### src/design/css_pkg.sv
// Package of constants and types for the cascaded supply sequencer
package css_pkg;
  // ==========================================================================
  // Clock and timing
  // ==========================================================================
  localparam int unsigned CSS_CLK_HZ = 25000000;
  localparam int unsigned CSS_ENABLE_START_MS = 10;
  localparam int unsigned CSS_LOCKOUT_DELAY_MS = 80;
  localparam int unsigned CSS_RESET_RELEASE_DELAY_MS = 80;
  localparam int unsigned CSS_ENABLE_START_CYC = CSS_ENABLE_START_MS * (CSS_CLK_HZ / 1000);
  localparam int unsigned CSS_LOCKOUT_DELAY_CYC = CSS_LOCKOUT_DELAY_MS * (CSS_CLK_HZ / 1000);
  localparam int unsigned CSS_RESET_RELEASE_DELAY_CYC = CSS_RESET_RELEASE_DELAY_MS * (CSS_CLK_HZ / 1000);
  localparam int unsigned CSS_FAULT_PULSE_CYC = 4;
  localparam int unsigned CSS_NUM_CH = 4;
  localparam int unsigned CSS_TMR_W = 24;

  // ==========================================================================
  // Sequencer states
  // ==========================================================================
  typedef enum logic [2:0] {
    CSS_IDLE,
    CSS_START_WAIT,
    CSS_RAMP_ON,
    CSS_LOCKOUT,
    CSS_RELEASE_WAIT,
    CSS_ON,
    CSS_RAMP_OFF
  } css_state_t;
endpackage : css_pkg

### src/design/css_channel_timer.sv
// One channel delay timer with its switch-drive latch
`timescale 1ns/1ps
module css_channel_timer #(
  parameter int unsigned TMR_W = 24
) (
  input wire logic i_clk,
  input wire logic i_rst,
  input wire logic i_run_on,
  input wire logic i_run_off,
  input wire logic i_kill,
  input wire logic [TMR_W-1:0] i_on_delay,
  input wire logic [TMR_W-1:0] i_off_delay,
  output logic o_drive,
  output logic o_on_done,
  output logic o_off_done
);
  logic [TMR_W-1:0] count_q;
  logic run_on_q;
  logic run_off_q;

  always_ff @(posedge i_clk) begin
    run_on_q <= i_run_on;
    run_off_q <= i_run_off;
  end

  // Counter restarts at each phase change so on and off timing start from zero
  always_ff @(posedge i_clk) begin
    if (i_rst || (i_run_on != run_on_q) || (i_run_off != run_off_q)) begin
      count_q <= '0;
    end else if ((i_run_on && count_q < i_on_delay) || (i_run_off && count_q < i_off_delay)) begin
      count_q <= count_q + TMR_W'(1);
    end
  end

  // Latch set when threshold is reached; cleared by off timing or fault kill
  always_ff @(posedge i_clk) begin
    if (i_rst || i_kill) begin
      o_drive <= 1'b0;
    end else if (i_run_on && run_on_q && count_q >= i_on_delay) begin
      o_drive <= 1'b1;
    end else if (i_run_off && run_off_q && count_q >= i_off_delay) begin
      o_drive <= 1'b0;
    end
  end

  assign o_on_done = o_drive;
  assign o_off_done = ~o_drive;
endmodule : css_channel_timer

### src/design/css_sequencer.sv
// Top of the cascaded supply sequencer: enable, chaining, fault line, reset
`timescale 1ns/1ps
module css_sequencer
  import css_pkg::*;
#(
  parameter int unsigned NUM_CH = CSS_NUM_CH,
  parameter int unsigned TMR_W = CSS_TMR_W,
  parameter int unsigned START_CYC = CSS_ENABLE_START_CYC,
  parameter int unsigned LOCKOUT_CYC = CSS_LOCKOUT_DELAY_CYC,
  parameter int unsigned RELEASE_CYC = CSS_RESET_RELEASE_DELAY_CYC,
  parameter int unsigned FAULT_PULSE_CYC = CSS_FAULT_PULSE_CYC
) (
  input wire logic I_MCLK,
  input wire logic I_SYS_RST,
  input wire logic I_ENABLE,
  input wire logic I_CHAIN_READY,
  input wire logic [NUM_CH-1:0] I_UNDERVOLTAGE_INPUT_OK,
  input wire logic I_SHARED_FAULT_LINE,
  input wire logic [NUM_CH*TMR_W-1:0] I_ON_DELAY,
  input wire logic [NUM_CH*TMR_W-1:0] I_OFF_DELAY,
  output logic [NUM_CH-1:0] O_SWITCH_DRIVE,
  output logic O_SHARED_FAULT_LINE_OE,
  output logic O_SHARED_FAULT_LINE,
  output logic O_RESET_N
);
  // ==========================================================================
  // State and counters
  // ==========================================================================
  css_state_t state_q;
  css_state_t state_d;
  logic [31:0] wait_q;
  logic [7:0] fault_cnt_q;
  logic [NUM_CH-1:0] drive;
  logic [NUM_CH-1:0] on_done;
  logic [NUM_CH-1:0] off_done;
  logic run_on;
  logic run_off;
  logic kill;
  logic uv_all_ok;
  logic fault_seen;
  logic armed;

  assign uv_all_ok = &I_UNDERVOLTAGE_INPUT_OK;
  assign armed = (state_q == CSS_LOCKOUT) || (state_q == CSS_RELEASE_WAIT) || (state_q == CSS_ON);
  // Our own pulse also reads back low, so the driver sees it like other members
  assign fault_seen = ~I_SHARED_FAULT_LINE;
  assign kill = fault_seen && armed;
  assign run_on = (state_q == CSS_RAMP_ON) || armed;
  assign run_off = (state_q == CSS_RAMP_OFF);

  // ==========================================================================
  // Phase timing: start, lockout and release against the one shared wait counter, all-on and all-off from the channel timers
  // ==========================================================================
  logic start_elapsed;
  logic lockout_elapsed;
  logic release_elapsed;
  logic all_on;
  logic all_off;

  // Compared one short of the count because the counter is zero on the entry cycle
  assign start_elapsed = (wait_q >= START_CYC - 1);
  assign lockout_elapsed = (wait_q >= LOCKOUT_CYC - 1);
  assign release_elapsed = (wait_q >= RELEASE_CYC - 1);
  assign all_on = &on_done;
  assign all_off = &off_done;

  // ==========================================================================
  // Channel timers
  // ==========================================================================
  for (genvar g = 0; g < NUM_CH; g++) begin : g_ch
    css_channel_timer #(
      .TMR_W(TMR_W)
    ) u_timer (
      .i_clk(I_MCLK),
      .i_rst(I_SYS_RST),
      .i_run_on(run_on),
      .i_run_off(run_off),
      .i_kill(kill),
      .i_on_delay(I_ON_DELAY[g*TMR_W +: TMR_W]),
      .i_off_delay(I_OFF_DELAY[g*TMR_W +: TMR_W]),
      .o_drive(drive[g]),
      .o_on_done(on_done[g]),
      .o_off_done(off_done[g])
    );
  end

  // ==========================================================================
  // Sequence state machine
  // ==========================================================================
  always_comb begin
    state_d = state_q;
    case (state_q)
      CSS_IDLE: begin
        // A chained group sits here until the stage ahead has released its reset
        if (I_ENABLE && I_CHAIN_READY) begin
          state_d = CSS_START_WAIT;
        end
      end
      CSS_START_WAIT: begin
        if (!I_ENABLE) begin
          state_d = CSS_IDLE;
        end else if (start_elapsed) begin
          state_d = CSS_RAMP_ON;
        end
      end
      CSS_RAMP_ON: begin
        if (!I_ENABLE) begin
          state_d = CSS_RAMP_OFF;
        end else if (all_on && uv_all_ok) begin
          state_d = CSS_LOCKOUT;
        end
      end
      CSS_LOCKOUT: begin
        if (!I_ENABLE || kill) begin
          state_d = CSS_RAMP_OFF;
        end else if (lockout_elapsed) begin
          state_d = CSS_RELEASE_WAIT;
        end
      end
      CSS_RELEASE_WAIT: begin
        // A supply lost on the final edge must still hold reset; the fault pulse follows
        if (!I_ENABLE || kill) begin
          state_d = CSS_RAMP_OFF;
        end else if (release_elapsed && uv_all_ok) begin
          state_d = CSS_ON;
        end
      end
      CSS_ON: begin
        if (!I_ENABLE || kill) begin
          state_d = CSS_RAMP_OFF;
        end
      end
      CSS_RAMP_OFF: begin
        if (all_off && !I_ENABLE) begin
          state_d = CSS_IDLE;
        end else if (all_off && fault_cnt_q == 8'h00 && I_SHARED_FAULT_LINE) begin
          // Fault shutdown waits for enable to cycle before a new start
          state_d = CSS_RAMP_OFF;
        end
      end
      default: state_d = CSS_IDLE;
    endcase
  end

  always_ff @(posedge I_MCLK) begin
    if (I_SYS_RST) begin
      state_q <= CSS_IDLE;
    end else begin
      state_q <= state_d;
    end
  end

  // Shared wait counter, cleared on every state change
  always_ff @(posedge I_MCLK) begin
    if (I_SYS_RST || state_d != state_q) begin
      wait_q <= 32'h0000_0000;
    end else begin
      wait_q <= wait_q + 32'h0000_0001;
    end
  end

  // ==========================================================================
  // Fault line pulse: only after turn-on completed
  // ==========================================================================
  // Loaded once per shutdown: the state has left the armed set before it could reload
  always_ff @(posedge I_MCLK) begin
    if (I_SYS_RST) begin
      fault_cnt_q <= 8'h00;
    end else if (armed && !uv_all_ok && fault_cnt_q == 8'h00) begin
      fault_cnt_q <= FAULT_PULSE_CYC[7:0];
    end else if (fault_cnt_q != 8'h00) begin
      fault_cnt_q <= fault_cnt_q - 8'h01;
    end
  end

  // ==========================================================================
  // Registered outputs
  // ==========================================================================
  // Pulls the wire while armed and our own supply check fails, and then for the rest of the pulse
  always_ff @(posedge I_MCLK) begin
    if (I_SYS_RST) begin
      O_SHARED_FAULT_LINE_OE <= 1'b0;
    end else begin
      O_SHARED_FAULT_LINE_OE <= (armed && !uv_all_ok) || fault_cnt_q > 8'h01;
    end
  end

  // Data side of the open-drain pin stays low; only the enable ever moves
  always_ff @(posedge I_MCLK) begin
    if (I_SYS_RST) begin
      O_SHARED_FAULT_LINE <= 1'b0;
    end else begin
      O_SHARED_FAULT_LINE <= 1'b0;
    end
  end

  // Kill is folded in here so the pins drop on the same edge as the latches
  always_ff @(posedge I_MCLK) begin
    if (I_SYS_RST) begin
      O_SWITCH_DRIVE <= '0;
    end else begin
      O_SWITCH_DRIVE <= drive & {NUM_CH{~kill}};
    end
  end

  // Follows the next state so reset drops on the very edge that sees enable fall
  always_ff @(posedge I_MCLK) begin
    if (I_SYS_RST) begin
      O_RESET_N <= 1'b0;
    end else begin
      O_RESET_N <= (state_d == CSS_ON);
    end
  end
endmodule : css_sequencer

### config.mk
export PLATFORM = sky130hd
export DESIGN_NAME = css_sequencer
export DESIGN_NICKNAME = d
export VERILOG_FILES = /design/src/design/css_pkg.sv /design/src/design/css_channel_timer.sv /design/src/design/css_sequencer.sv
export SDC_FILE = /design/constraint.sdc
export NUM_CORES = 1
export LEC_CHECK = 0
export ABC_AREA = 1
export BUFFER_PORTS_ARGS = -buffer_cell sky130_fd_sc_hd__buf_2
export CELL_PAD_IN_SITES_DETAIL_PLACEMENT = 0
export CELL_PAD_IN_SITES_GLOBAL_PLACEMENT = 1
export CORE_ASPECT_RATIO = 1.4
export CORE_UTILIZATION = 42
export CTS_BUF_LIST = sky130_fd_sc_hd__clkbuf_16
export CTS_CLUSTER_SIZE = 12
export DETAILED_ROUTE_END_ITERATION = 16
export PLACE_DENSITY_LB_ADDON = 0.15
export SLEW_MARGIN = 20
export SYNTH_ARGS = -nofsm -noshare
export SYNTH_HDL_FRONTEND = slang
export SYNTH_SLANG_ARGS = --single-unit
### constraint.sdc
create_clock -name I_MCLK -period 2.25 [get_ports I_MCLK]
set_input_delay 0.1125 -clock I_MCLK [delete_from_list [all_inputs] [get_ports I_MCLK]]
set_output_delay 0.1125 -clock I_MCLK [all_outputs]
set_load 0.005 [all_outputs]
==> run metrics <==
area grow syn2layout=23.68%; gr ovfl total=0; share of layout cells above drive strength 1=0.2071; fin nets=2,668; LEAKAGE=7.903 nW; Gate power share=0.155; initial antenna violation count=4; clk buf depth=2; first-pass GRT wire length=64.33 mm; Synth Net Count=2,374; Hold WC Path Type=input port to flip-flop; wl on met1=16.77 mm; largest family of logic cells by synthesized area=simple AND/OR/NAND/NOR gates; most frequent cells in the layout=nand2_1 (347), inv_1 (314), buf_2 (206); outcome=finished clean; initial core utilization=0.4263; Pwr per Cell Area=414.3 nW/um2; Clk pwr share=0.437; Pre-antenna DRT Iters=5; Synth Area in XOR/XNOR=0.07152; highest routed layer=met5; Worst EP arrival=2.53 ns; drt total wl=39.31 mm; Synth area leaders=dfxtp_1 (22%), ha_1 (19%), nand2_1 (10%), inv_1 (8.7%), a21oi_1 (7.0%); Post-Syn Area=13,470 um2; Port Buf Inserts=206; post-synthesis mux area share=0; Placed Cells=2,636; CTS tree=yes; post-synthesis register bit count=151; Reg clk slew, reported paths=0.06 ns; adder-cell share of the synthesized area=0.1867; number of core rows=77; synth unique cells=43; Final Wtd Congestion=0.9193; via/cell ratio=5.109; top cell type by total area after synthesis=dfxtp_1; Yosys warnings=0; complex-gate fraction of the synthesized area=0.1038; Core ar.=31,600 um2; max-slew violation count=0; Die ar.=32,800 um2; HPWL after detailed placement=31.92 mm; sw power=1.927 mW; Slew headroom=0.4759; number of global-route vias before repair=13,591; unrepaired setup endpoints after global routing=true; Residual DRC=0; setup tns final=0 ns; DP Worst Slack=-0.3715 ns; Worst-Skew Late Latency=0.45 ns; FMAX=457.0 MHz; min cycle time layout=2.188 ns; clk sinks=151; Hold Fails Final Rpt=0; Post-Synthesis Cells=1,972; root buffer cell=clkbuf_16; Die X-Extent=153.4 um; WL/cell=14.68 um; worst endpoint required time=2.60 ns; Worst Max-Slew Pin Slew=0.7790 ns; crit-path max FO=8; GRT Util Overall=0.2427; Worst setup SP type=flip-flop; Post-Route Utilization=0.5272; period utilization=0.9724; ANT nets after route=0; DR vias=13,677; kind of critical path=flip-flop to flip-flop; post-route insts no fill=2,677; Synth Area in Simple Gates=0.3085; VDD IR-drop max=0.5035 mV; PnR Total Power=6.901 mW; CTS Buf Count=17; most common cell after layout, fill and taps aside=nand2_1; Initial DRC Count=539; Syn Area/Cell=6.831 um2; io pins=208; routed wl met3=1.527 mm; H-tree Lvls=4; Flop pwr share=0.409; die height=213.9 um; internal power=4.975 mW; Worst Setup End Kind=flip-flop; largest net degree at the start of global routing=45; Max-cap violations=0; # setup viols final=0; switching part of the total=0.2792; Final WS setup=0.06203 ns; sequential-to-total area share from yosys stat=0.2244; Setup Skew=0.01107 ns; top-area cell type share of the netlist area=0.2244; Routed met2 length=19.72 mm
==> power groups by stage <==
stage | sequential, mW | combinational [mW] | clock, mW
after floorplan | 2.87 | 0.696 | 0
after global placement | 2.88 | 1.04 | 0
after detailed placement | 2.88 | 1.07 | 0
after CTS | 2.82 | 1.08 | 3.08
after global routing | 2.83 | 1.23 | 3.19
final | 2.82 | 1.07 | 3.01
==> area by class of cell <==
type                       instances  area, um2
fill                            3281      14940
multi-input combinational       1462       9278
sequential                       151       3047
timing repair buffer             316       2038
inverter                         318       1194
tap                              395      494.2
clock buffer                      17      425.4
clock inverter                    15      176.4
antenna                            3      7.507
==> final timing paths <==
kind                            slack [ns]                                      from                                      end  depth (start not counted)
worst max-delay path                  0.06  g_ch[3].u_timer.count_q[23]$_SDFFE_PP0P_  g_ch[3].u_timer.count_q[5]$_SDFFE_PP0P_                         14
worst min-delay path                  0.12                                  I_ENABLE                    state_q[0]$_SDFF_PP0_                          3
worst max register to register        0.06  g_ch[3].u_timer.count_q[23]$_SDFFE_PP0P_  g_ch[3].u_timer.count_q[5]$_SDFFE_PP0P_                         14
worst min register to register        0.48                      wait_q[0]$_SDFF_PP0_                     wait_q[0]$_SDFF_PP0_                          1
==> worst max-delay path, cell delays in order, from the launching register on <==
cell and delay, ns:
dfxtp_2 0.34, ha_1 0.29, nand2_1 0.11, nor2_2 0.06
nand4_1 0.08, buf_4 0.16, nor2_1 0.05, a21o_1 0.24
nor2_4 0.14, nand3_4 0.11, nand2_4 0.13, buf_4 0.17
nand3_1 0.08, nand2_1 0.09, nor2_1 0.04
==> layer usage <==
layer | vias up | global-route usage
met5 | - | 0
met2 | 289 | 0.4447
met1 | 6175 | 0.2735
li1 | 7139 | -
met3 | 72 | 0.04111
met4 | 2 | 0.1047
==> registers in the layout, summed over array words and instances (netlist names) <==
| signal | flops |
|---|---|
| O_RESET_N | 1 |
| wait_q | 32 |
| g_ch.u_timer.run_on_q | 1 |
| fault_cnt_q | 8 |
| state_q | 3 |
| g_ch.u_timer.run_off_q | 1 |
| g_ch.u_timer.count_q | 96 |
| O_SHARED_FAULT_LINE_OE | 1 |
| g_ch.u_timer.o_drive | 4 |
| O_SWITCH_DRIVE | 4 |
==> metrics by stage <==
step	area, um2	hold WS (ns)
CTS	16310	0.1004
detailed placement	15660	0.4384
global placement	15660	0.4291
floorplan	13470	0.3096
global route	16660	0.1111
finish	16660	0.1172
==> synth_stat cells (all sizes together) <==
library cell  count
or2               2
ha              201
dfxtp           151
a211oi            3
clkbuf           16
a21oi           190
nand3b            2
o21ai            44
o31a              1
buf              25
nand2           373
nor4             21
nand4            69
xor2             61
nand3           148
a31o              2
o21a              9
xnor2            49
nor3b             5
a21o              5
and3              3
conb              1
inv             318
nor3             92
a41oi             2
nor2            172
o211ai            4
a31oi             2
o211a             1
==> kinds of logic (layout without fill, tap and decap cells) <==
logic type	count (synthesis)	count (layout)
other cells	1	4
xor+xnor	110	110
flops	151	151
compound gates	263	263
fa+ha+maj	201	201
buf+inv	359	666
simple gates	887	887
==> repair_timing <==
| item | CTS | global route |
|---|---|---|
| hold buffers | 1 | 0 |
| cloned | 0 | 2 |
| endpoints found under the hold margin | 3 | 0 |
| endpoints found under the setup margin | 49 | 128 |
| pin swaps | 1 | 8 |
| setup buffers | 1 | 2 |
| resized for setup | 5 | 85 |
Power figures use the tool's default switching activity.
